**src/logic/cbbc_pkg.sv**
```systemverilog
// Purpose: Constants for the bridging control register bank.
// Assumes: 16-bit register at one configuration offset, one copy per socket function.
// Notes:   Field positions and reset values are those of the register layout.
package cbbc_pkg;
  // ==========================================================================
  // Register map
  // ==========================================================================
  localparam int          REG_W                 = 16;
  localparam int          ADDR_W                = 8;
  localparam logic [7:0]  BRIDGING_CONTROL_OFS  = 8'h3E;
  localparam logic [15:0] BRIDGING_CONTROL_RST  = 16'h0340;
  localparam logic [15:0] BRIDGING_CONTROL_MASK = 16'h07EF;

  // ==========================================================================
  // Field positions
  // ==========================================================================
  localparam int POS_WRITE_POSTING    = 10;
  localparam int POS_WINDOW1_PREFETCH = 9;
  localparam int POS_WINDOW0_PREFETCH = 8;
  localparam int POS_IRQ_ROUTING      = 7;
  localparam int POS_CARD_RESET       = 6;
  localparam int POS_MASTER_ABORT     = 5;
  localparam int POS_VGA_FORWARD      = 3;
  localparam int POS_ISA_FILTER       = 2;
  localparam int POS_CARD_SYSERR      = 1;
  localparam int POS_CARD_PARITY      = 0;

  // ==========================================================================
  // ISA range decode
  // ==========================================================================
  localparam int          IO_ADDR_W       = 32;
  localparam int          ISA_TOP_BIT     = 16;
  localparam int          ISA_BLOCK_LO    = 8;
  localparam int          ISA_BLOCK_HI    = 9;
  localparam logic [15:0] ISA_UPPER_ZERO  = 16'h0000;
  localparam logic [1:0]  ISA_FIRST_QUART = 2'h0;

  // ==========================================================================
  // Byte lanes
  // ==========================================================================
  localparam int LANE_LO = 0;
  localparam int LANE_HI = 1;
endpackage

```
**src/logic/cbbc_bridging_control.sv**
```systemverilog
// Purpose: Bridging control register bank of a dual-socket card bridge, with
//          the socket control outputs and error forwarding it steers.
// Assumes: Configuration accesses arrive as one-cycle strobes synchronous to clock_in;
//          rst_in is the global reset, pci_reset_input_in a synchronous level.
// Notes:   Function number selects the socket copy; shared fields have one copy.
//
// Behaviour
// - Bits 15 to 11 read zero, ignore writes.
// - Per-socket write posting enable steers posting.
// - Per-socket window one prefetchable, resets to one.
// - Per-socket window zero prefetchable, resets to one.
// - Interrupt routing: zero PCI, one legacy registers.
// - Card reset field drives card reset output.
// - PCI reset input also asserts card reset.
// - Card reset field reset to one by global reset only, never by PCI reset.
// - Context fields: PCI reset restores reset values unless events enabled.
// - Shared master abort mode reports target abort, SERR.
// - Bit 4 reads zero, ignores writes.
// - VGA forward enable forwards VGA range accesses.
// - ISA filter blocks last 768 bytes per 1K of the first 64K.
// - Card system errors forwarded to SERR when enabled.
// - Card parity errors reported when response enabled.
`timescale 1ns/1ps
module cbbc_bridging_control #(
  parameter int NUM_SOCKETS = 2
) (
  // Clock and resets
  input  wire logic                              clock_in,
  input  wire logic                              rst_in,
  input  wire logic                              pci_reset_input_in,
  input  wire logic                              pme_enable_in,
  // Configuration access
  input  wire logic                              cfg_wr_in,
  input  wire logic                              cfg_rd_in,
  input  wire logic                              cfg_func_in,
  input  wire logic [cbbc_pkg::ADDR_W-1:0]       cfg_addr_in,
  input  wire logic [1:0]                        cfg_byte_en_in,
  input  wire logic [cbbc_pkg::REG_W-1:0]        cfg_wdata_in,
  output logic      [cbbc_pkg::REG_W-1:0]        cfg_rdata_out,
  output logic                                   cfg_rd_valid_out,
  // Socket control levels
  output logic      [NUM_SOCKETS-1:0]            write_posting_enable_out,
  output logic      [NUM_SOCKETS-1:0]            window1_prefetchable_out,
  output logic      [NUM_SOCKETS-1:0]            window0_prefetchable_out,
  output logic      [NUM_SOCKETS-1:0]            irq_routing_select_out,
  output logic      [NUM_SOCKETS-1:0]            vga_forward_enable_out,
  output logic      [NUM_SOCKETS-1:0]            card_reset_out,
  output logic                                   master_abort_report_mode_out,
  // Card functional interrupts
  input  wire logic [NUM_SOCKETS-1:0]            card_irq_in,
  output logic      [NUM_SOCKETS-1:0]            card_irq_to_pci_out,
  output logic      [NUM_SOCKETS-1:0]            card_irq_to_legacy_out,
  // I/O cycle forwarding decision
  input  wire logic                              io_cycle_valid_in,
  input  wire logic                              io_cycle_socket_in,
  input  wire logic [cbbc_pkg::IO_ADDR_W-1:0]    io_cycle_addr_in,
  output logic                                   io_cycle_blocked_out,
  output logic                                   io_cycle_decided_out,
  // Error events
  input  wire logic [NUM_SOCKETS-1:0]            card_master_abort_in,
  input  wire logic [NUM_SOCKETS-1:0]            card_syserr_in,
  input  wire logic [NUM_SOCKETS-1:0]            card_parity_err_in,
  input  wire logic                              serr_enable_in,
  output logic                                   pci_target_abort_out,
  output logic                                   pci_serr_out,
  output logic      [NUM_SOCKETS-1:0]            card_parity_err_out
);
  import cbbc_pkg::*;

  // Only one or two sockets fit the single function-number bit.
  if (NUM_SOCKETS < 1 || NUM_SOCKETS > 2) begin : g_bad_sockets
    $error("NUM_SOCKETS must be 1 or 2");
  end

  // ==========================================================================
  // Access decode
  // ==========================================================================
  logic [NUM_SOCKETS-1:0] posting_q;
  logic [NUM_SOCKETS-1:0] win1_q;
  logic [NUM_SOCKETS-1:0] win0_q;
  logic [NUM_SOCKETS-1:0] routing_q;
  logic [NUM_SOCKETS-1:0] card_reset_q;
  logic [NUM_SOCKETS-1:0] vga_q;
  logic [NUM_SOCKETS-1:0] isa_q;
  logic [NUM_SOCKETS-1:0] syserr_q;
  logic [NUM_SOCKETS-1:0] parity_q;
  logic                   abort_mode_q;
  logic                   addr_hit;
  logic                   func_ok;
  logic                   wr_lo;
  logic                   wr_hi;
  logic                   ctx_clear;

  assign addr_hit  = (cfg_addr_in == BRIDGING_CONTROL_OFS);
  // A function without a socket behind it answers nothing.
  assign func_ok   = (int'(cfg_func_in) < NUM_SOCKETS);
  assign wr_lo     = cfg_wr_in && addr_hit && func_ok && cfg_byte_en_in[LANE_LO];
  assign wr_hi     = cfg_wr_in && addr_hit && func_ok && cfg_byte_en_in[LANE_HI];
  // Context fields survive a PCI reset while wake events are armed.
  assign ctx_clear = pci_reset_input_in && !pme_enable_in;

  function automatic logic [REG_W-1:0] pack_word(input int s);
    logic [REG_W-1:0] w;
    w = '0;
    w[POS_WRITE_POSTING]    = posting_q[s];
    w[POS_WINDOW1_PREFETCH] = win1_q[s];
    w[POS_WINDOW0_PREFETCH] = win0_q[s];
    w[POS_IRQ_ROUTING]      = routing_q[s];
    w[POS_CARD_RESET]       = card_reset_q[s];
    w[POS_MASTER_ABORT]     = abort_mode_q;
    w[POS_VGA_FORWARD]      = vga_q[s];
    w[POS_ISA_FILTER]       = isa_q[s];
    w[POS_CARD_SYSERR]      = syserr_q[s];
    w[POS_CARD_PARITY]      = parity_q[s];
    return w & BRIDGING_CONTROL_MASK;
  endfunction

  // ==========================================================================
  // Per-socket fields
  // ==========================================================================
  genvar gs;
  generate
    for (gs = 0; gs < NUM_SOCKETS; gs++) begin : g_sock
      logic sel;
      assign sel = (int'(cfg_func_in) == gs);

      // Card reset is kept apart: only the global reset may restore it.
      always_ff @(posedge clock_in or posedge rst_in) begin
        if (rst_in) begin
          card_reset_q[gs] <= BRIDGING_CONTROL_RST[POS_CARD_RESET];
        end else if (wr_lo && sel) begin
          card_reset_q[gs] <= cfg_wdata_in[POS_CARD_RESET];
        end
      end

      always_ff @(posedge clock_in or posedge rst_in) begin
        if (rst_in) begin
          posting_q[gs] <= BRIDGING_CONTROL_RST[POS_WRITE_POSTING];
          win1_q[gs]    <= BRIDGING_CONTROL_RST[POS_WINDOW1_PREFETCH];
          win0_q[gs]    <= BRIDGING_CONTROL_RST[POS_WINDOW0_PREFETCH];
        end else if (ctx_clear) begin
          posting_q[gs] <= BRIDGING_CONTROL_RST[POS_WRITE_POSTING];
          win1_q[gs]    <= BRIDGING_CONTROL_RST[POS_WINDOW1_PREFETCH];
          win0_q[gs]    <= BRIDGING_CONTROL_RST[POS_WINDOW0_PREFETCH];
        end else if (wr_hi && sel) begin
          posting_q[gs] <= cfg_wdata_in[POS_WRITE_POSTING];
          win1_q[gs]    <= cfg_wdata_in[POS_WINDOW1_PREFETCH];
          win0_q[gs]    <= cfg_wdata_in[POS_WINDOW0_PREFETCH];
        end
      end

      always_ff @(posedge clock_in or posedge rst_in) begin
        if (rst_in) begin
          routing_q[gs] <= BRIDGING_CONTROL_RST[POS_IRQ_ROUTING];
          vga_q[gs]     <= BRIDGING_CONTROL_RST[POS_VGA_FORWARD];
          isa_q[gs]     <= BRIDGING_CONTROL_RST[POS_ISA_FILTER];
          syserr_q[gs]  <= BRIDGING_CONTROL_RST[POS_CARD_SYSERR];
          parity_q[gs]  <= BRIDGING_CONTROL_RST[POS_CARD_PARITY];
        end else if (ctx_clear) begin
          routing_q[gs] <= BRIDGING_CONTROL_RST[POS_IRQ_ROUTING];
          vga_q[gs]     <= BRIDGING_CONTROL_RST[POS_VGA_FORWARD];
          isa_q[gs]     <= BRIDGING_CONTROL_RST[POS_ISA_FILTER];
          syserr_q[gs]  <= BRIDGING_CONTROL_RST[POS_CARD_SYSERR];
          parity_q[gs]  <= BRIDGING_CONTROL_RST[POS_CARD_PARITY];
        end else if (wr_lo && sel) begin
          routing_q[gs] <= cfg_wdata_in[POS_IRQ_ROUTING];
          vga_q[gs]     <= cfg_wdata_in[POS_VGA_FORWARD];
          isa_q[gs]     <= cfg_wdata_in[POS_ISA_FILTER];
          syserr_q[gs]  <= cfg_wdata_in[POS_CARD_SYSERR];
          parity_q[gs]  <= cfg_wdata_in[POS_CARD_PARITY];
        end
      end

      // Card reset follows the field and the PCI reset together.
      always_ff @(posedge clock_in or posedge rst_in) begin
        if (rst_in) begin
          card_reset_out[gs] <= 1'b1;
        end else begin
          card_reset_out[gs] <= card_reset_q[gs] || pci_reset_input_in;
        end
      end

      always_ff @(posedge clock_in or posedge rst_in) begin
        if (rst_in) begin
          card_irq_to_pci_out[gs]    <= 1'b0;
          card_irq_to_legacy_out[gs] <= 1'b0;
          card_parity_err_out[gs]    <= 1'b0;
        end else begin
          card_irq_to_pci_out[gs]    <= card_irq_in[gs] && !routing_q[gs];
          card_irq_to_legacy_out[gs] <= card_irq_in[gs] && routing_q[gs];
          card_parity_err_out[gs]    <= card_parity_err_in[gs] && parity_q[gs];
        end
      end
    end
  endgenerate

  // ==========================================================================
  // Shared field
  // ==========================================================================
  // Writes through function one are dropped so that the second socket's
  // driver cannot change behaviour of the first socket behind its back.
  always_ff @(posedge clock_in or posedge rst_in) begin
    if (rst_in) begin
      abort_mode_q <= BRIDGING_CONTROL_RST[POS_MASTER_ABORT];
    end else if (ctx_clear) begin
      abort_mode_q <= BRIDGING_CONTROL_RST[POS_MASTER_ABORT];
    end else if (wr_lo && !cfg_func_in) begin
      abort_mode_q <= cfg_wdata_in[POS_MASTER_ABORT];
    end
  end

  assign write_posting_enable_out     = posting_q;
  assign window1_prefetchable_out     = win1_q;
  assign window0_prefetchable_out     = win0_q;
  assign irq_routing_select_out       = routing_q;
  assign vga_forward_enable_out       = vga_q;
  assign master_abort_report_mode_out = abort_mode_q;

  // ==========================================================================
  // Read port
  // ==========================================================================
  always_ff @(posedge clock_in or posedge rst_in) begin
    if (rst_in) begin
      cfg_rdata_out    <= '0;
      cfg_rd_valid_out <= 1'b0;
    end else begin
      cfg_rd_valid_out <= cfg_rd_in;
      if (cfg_rd_in && addr_hit && func_ok) begin
        cfg_rdata_out <= pack_word(int'(cfg_func_in));
      end else if (cfg_rd_in) begin
        cfg_rdata_out <= '0;
      end
    end
  end

  // ==========================================================================
  // I/O filtering and error forwarding
  // ==========================================================================
  logic isa_hit;
  logic io_sock_ok;
  assign io_sock_ok = (int'(io_cycle_socket_in) < NUM_SOCKETS);
  assign isa_hit    = (io_cycle_addr_in[IO_ADDR_W-1:ISA_TOP_BIT] == ISA_UPPER_ZERO) &&
                      (io_cycle_addr_in[ISA_BLOCK_HI:ISA_BLOCK_LO] != ISA_FIRST_QUART);

  always_ff @(posedge clock_in or posedge rst_in) begin
    if (rst_in) begin
      io_cycle_blocked_out <= 1'b0;
      io_cycle_decided_out <= 1'b0;
    end else begin
      io_cycle_decided_out <= io_cycle_valid_in;
      io_cycle_blocked_out <= io_cycle_valid_in && io_sock_ok &&
                              isa_q[io_cycle_socket_in] && isa_hit;
    end
  end

  always_ff @(posedge clock_in or posedge rst_in) begin
    if (rst_in) begin
      pci_target_abort_out <= 1'b0;
      pci_serr_out         <= 1'b0;
    end else begin
      pci_target_abort_out <= abort_mode_q && (|card_master_abort_in);
      pci_serr_out         <= serr_enable_in &&
                              ((abort_mode_q && (|card_master_abort_in)) ||
                               (|(card_syserr_in & syserr_q)));
    end
  end

  // ==========================================================================
  // Checks
  // ==========================================================================
  AST_RESERVED_FIELD_ZERO: assert property (@(posedge clock_in) disable iff (rst_in)
    cfg_rd_valid_out |-> (cfg_rdata_out[15:11] == 5'h00))
    else $error("reserved high bits read nonzero");
  AST_BIT4_ZERO: assert property (@(posedge clock_in) disable iff (rst_in)
    cfg_rd_valid_out |-> !cfg_rdata_out[4])
    else $error("reserved bit 4 read nonzero");
  AST_POST_WR: assert property (@(posedge clock_in) disable iff (rst_in)
    (wr_hi && !ctx_clear && !cfg_func_in) |=> (posting_q[0] == $past(cfg_wdata_in[10])))
    else $error("posting enable not written");
  AST_CARD_RESET_CONTROL_PASS: assert property (@(posedge clock_in) disable iff (rst_in)
    pci_reset_input_in |=> card_reset_out[0])
    else $error("pci reset not passed to card");
  AST_CARD_RESET_CONTROL_KEEP: assert property (@(posedge clock_in) disable iff (rst_in)
    (pci_reset_input_in && !wr_lo) |=> $stable(card_reset_q))
    else $error("card reset field changed by pci reset");
  AST_CTX_CLEAR: assert property (@(posedge clock_in) disable iff (rst_in)
    ctx_clear |=> (win1_q[0] && win0_q[0] && !syserr_q[0] && !posting_q[0]))
    else $error("context fields not restored");
  AST_CTX_HOLD: assert property (@(posedge clock_in) disable iff (rst_in)
    (pci_reset_input_in && pme_enable_in && !wr_hi) |=> $stable(win1_q))
    else $error("context field lost with events enabled");
  AST_ABORT: assert property (@(posedge clock_in) disable iff (rst_in)
    (!abort_mode_q && !wr_lo) |=> !pci_target_abort_out)
    else $error("master abort reported while mode is zero");
  AST_ISA: assert property (@(posedge clock_in) disable iff (rst_in)
    (io_cycle_valid_in && !io_cycle_socket_in && isa_q[0] &&
     io_cycle_addr_in[31:16] == 16'h0000 && io_cycle_addr_in[9:8] == 2'h0)
    |=> (io_cycle_decided_out && !io_cycle_blocked_out))
    else $error("first quarter of ISA block blocked");
  AST_PERR: assert property (@(posedge clock_in) disable iff (rst_in)
    (card_parity_err_in[0] && !parity_q[0]) |=> !card_parity_err_out[0])
    else $error("parity error reported while disabled");
  AST_SERR: assert property (@(posedge clock_in) disable iff (rst_in)
    (serr_enable_in && card_syserr_in[0] && syserr_q[0]) |=> pci_serr_out)
    else $error("card system error not forwarded");

  COV_WRITE_READ: cover property (@(posedge clock_in) disable iff (rst_in)
    wr_lo ##1 cfg_rd_in && addr_hit);
  COV_CARD_RELEASE: cover property (@(posedge clock_in) disable iff (rst_in)
    card_reset_out[0] ##1 !card_reset_out[0]);
  COV_ISA_BLOCK: cover property (@(posedge clock_in) disable iff (rst_in)
    io_cycle_blocked_out);
endmodule

```
**config.mk**
```make
export PLATFORM = sky130hd
export DESIGN_NAME = cbbc_bridging_control
export DESIGN_NICKNAME = d
export VERILOG_FILES = /design/src/logic/cbbc_pkg.sv /design/src/logic/cbbc_bridging_control.sv
export SDC_FILE = /design/constraint.sdc
export NUM_CORES = 1
export LEC_CHECK = 0
export ABC_CLOCK_PERIOD_IN_PS = 2700
export BUFFER_PORTS_ARGS = -buffer_cell sky130_fd_sc_hd__buf_2
export CAP_MARGIN = 10
export CELL_PAD_IN_SITES_DETAIL_PLACEMENT = 1
export CELL_PAD_IN_SITES_GLOBAL_PLACEMENT = 1
export CORE_UTILIZATION = 33
export DETAILED_ROUTE_END_ITERATION = 8
export PLACE_DENSITY = 0.88
export SYNTH_ARGS = -nofsm -noshare
export SYNTH_HDL_FRONTEND = slang
export SYNTH_SLANG_ARGS = --single-unit
```
**constraint.sdc**
```tcl
create_clock -name clock_in -period 2.7 [get_ports clock_in]
set_input_delay 0.27 -clock clock_in [delete_from_list [all_inputs] [get_ports clock_in]]
set_output_delay 0.27 -clock clock_in [all_outputs]
set_load 0.05 [all_outputs]
```
==> reports/metrics.yaml <==
fin_tns_setup_ps: 0
synth_cells: 173
grt_pass1_vias: 1744
wl_per_cell_um: 14.8
p_per_area_mw_per_mm2: 542
drc: 0
vias_per_cell: 4.73
critPathLaunchType: "primary input"
grt_max_degree: 27
tightest_slew_ps: 940
critical_path_class: "primary input to flip-flop"
rr_startpoint: "irq_routing_select_out[0]"
ys_seq_area_frac: 0.552
r2r_slack_ps: 1720
dp_cells: 328
die_area_mm2: 0.00613
vias: 1588
rsz0062_at_grt: "no"
cts.sinks: 42
post-place-ws_ps: 789
clock-root-buffer: "clkbuf_8"
max_flop_register: "cfg_rdata_out"
ant_nets: 0
insertedDiodeCount: 0
numCtsBuffers: 5
htreeDepth: 2
dp_hpwl_um: 3760
tritoncts: "done"
cp-end-kind: "flip-flop"
critPathLaunch: "cfg_addr_in[7]"
clock-skew-final_ps: 3.10
slew_viol_final: 0
rr_worst_depth: 3
crit_path_max_fanout: 6
coreArea_mm2: 0.00557
final_nets: 339
status: "complete, no violations"
areaGrowthSynthToFinish_pct: 32.9
die_x_um: 78.3
drtIter0Drc: 44
yosysUniqueCellTypes: 32
post_route_cells_drive_above_1_share: 0.470
post-route-min-period_ps: 1610
cts_hold_buf: 0
grt_overflow_total: 0
syn_avg_cell_area_um2: 11.1
hold_class: "primary input to async pin"
p_leak_uw: 0.00126
arrival_ps: 1830
routed_wl_um: 4980
relSlewSlack: 0.369
syn-cell-area_mm2: 0.00192
globalRouteTotalUtil: 0.178
fp.dieH_um: 78.3
cts.clk_slew.worst_paths_ps: 80
grt_antenna_before_repair: 0
cts_resized: 0
post-cts-setup-buffers: 0
peakVddDrop_uv: 304
fin_cells: 336
row_count: 27
drt_pre_antenna_iters: 2
maxCapViolCount: 0
place.gp.congestion: 0.738
grt_pass1_wl_um: 8200
required_ps: 2920
synth-seq-cells: 42
hold_viol: 0
largest_register_ffs: 10
clock_latency_ps: 290
initial_core_util: 0.345
timing.fmax_mhz: 620
setup_ws_ps: 1090
clock_path_buffers: 2
setup_violations: 0
io_buffers: 89
timing.final.crit_share: 0.597
yosys_warnings: 0
ios: 116
reg2reg_to: "cfg_rdata_out[7]"
[routing by layer]
layer	global-route usage	wire length, µm	part of all wire
met5	0	0	0
met4	0.0593	70	0.014
met3	0.0337	194	0.039
met2	0.339	2720	0.55
met1	0.196	1990	0.40
[kinds of logic after synthesis]
logic type / after synthesis / synth area share
other cells: 1 / 0.00195
mux: 29 / 0.160
simple gates: 65 / 0.182
flops: 42 / 0.552
buf+inv: 24 / 0.0625
compound gates: 12 / 0.0410
[placed cells by master, fill, tap and decap left out, types with 2 or more instances in the layout]
master,n
clkbuf_8,6
o22ai_1,10
nor2b_1,4
buf_4,2
nand3_1,2
dfstp_2,8
mux2i_1,18
conb_1,6
mux2_2,9
dfrtp_1,34
or2_2,3
buf_2,89
nor2_1,7
inv_1,10
bufinv_16,2
and2_1,4
nand2_1,32
nor4_1,3
[worst max-delay path, cell delays in order]
cell	delay, ps
buf_2	90
or4b_4	590
nor3_4	490
mux2_1	380
[cell type report]
type	instances	area, µm²
well taps	72	90.1
multi-input cells	112	759
clock buffers	6	82.6
fillers	670	3020
inverters	11	41.3
repair buffers	91	460
flip-flops and latches	42	1060
clock inverters	2	60.1
[synthesized netlist by cell type]
cell,instances,area [µm²]
mux2i_1,18,180
nand3_1,2,10.0
nand4_1,1,6.26
nand2b_1,1,6.26
buf_6,1,11.3
buf_1,1,3.75
or4_1,1,7.51
dfstp_2,8,210
mux2_2,9,101
conb_1,1,3.75
and2_1,4,25.0
or4b_4,1,13.8
o22ai_1,10,62.6
mux2_1,1,11.3
nor3_1,1,5.00
buf_4,6,45.0
nand2_1,32,120
nor4_1,3,18.8
nor4_2,1,12.5
nor2_1,7,26.3
a221oi_1,1,8.76
nor4b_1,1,8.76
o21a_1,1,7.51
inv_1,11,41.3
nor4_4,1,21.3
mux2_4,1,15.0
nor2b_1,4,25.0
nor3_4,1,16.3
or2_2,3,18.8
clkbuf_1,5,18.8
dfrtp_1,34,851
and4_1,1,8.76
[worst max path at each step]
stage,cells past startpoint,endpoint,slack [ps]
after floorplan,4,card_reset_q[0],840
after detailed placement,4,card_reset_q[1],790
after global routing,4,card_reset_q[1],1060
final,4,card_reset_q[1],1090
after CTS,4,card_reset_q[1],1080
after global placement,4,card_reset_q[1],800
[power by group]
group | switching (µW) | internal, µW
sequential | 1.61 | 636
combinational | 89.0 | 43.9
clock | 221 | 394
total | 312 | 1070
[stage by stage]
step	power, µW	hold slack, ps	cell area, µm²	utilization
after floorplan	733	301	1940	-
after global placement	781	388	2410	0.433
after detailed placement	785	392	2410	0.433
after CTS	1400	84.6	2550	0.458
after global routing	1440	76.8	2550	0.458
final	1390	55.9	2550	0.458
(Power assumes the default switching activity.)
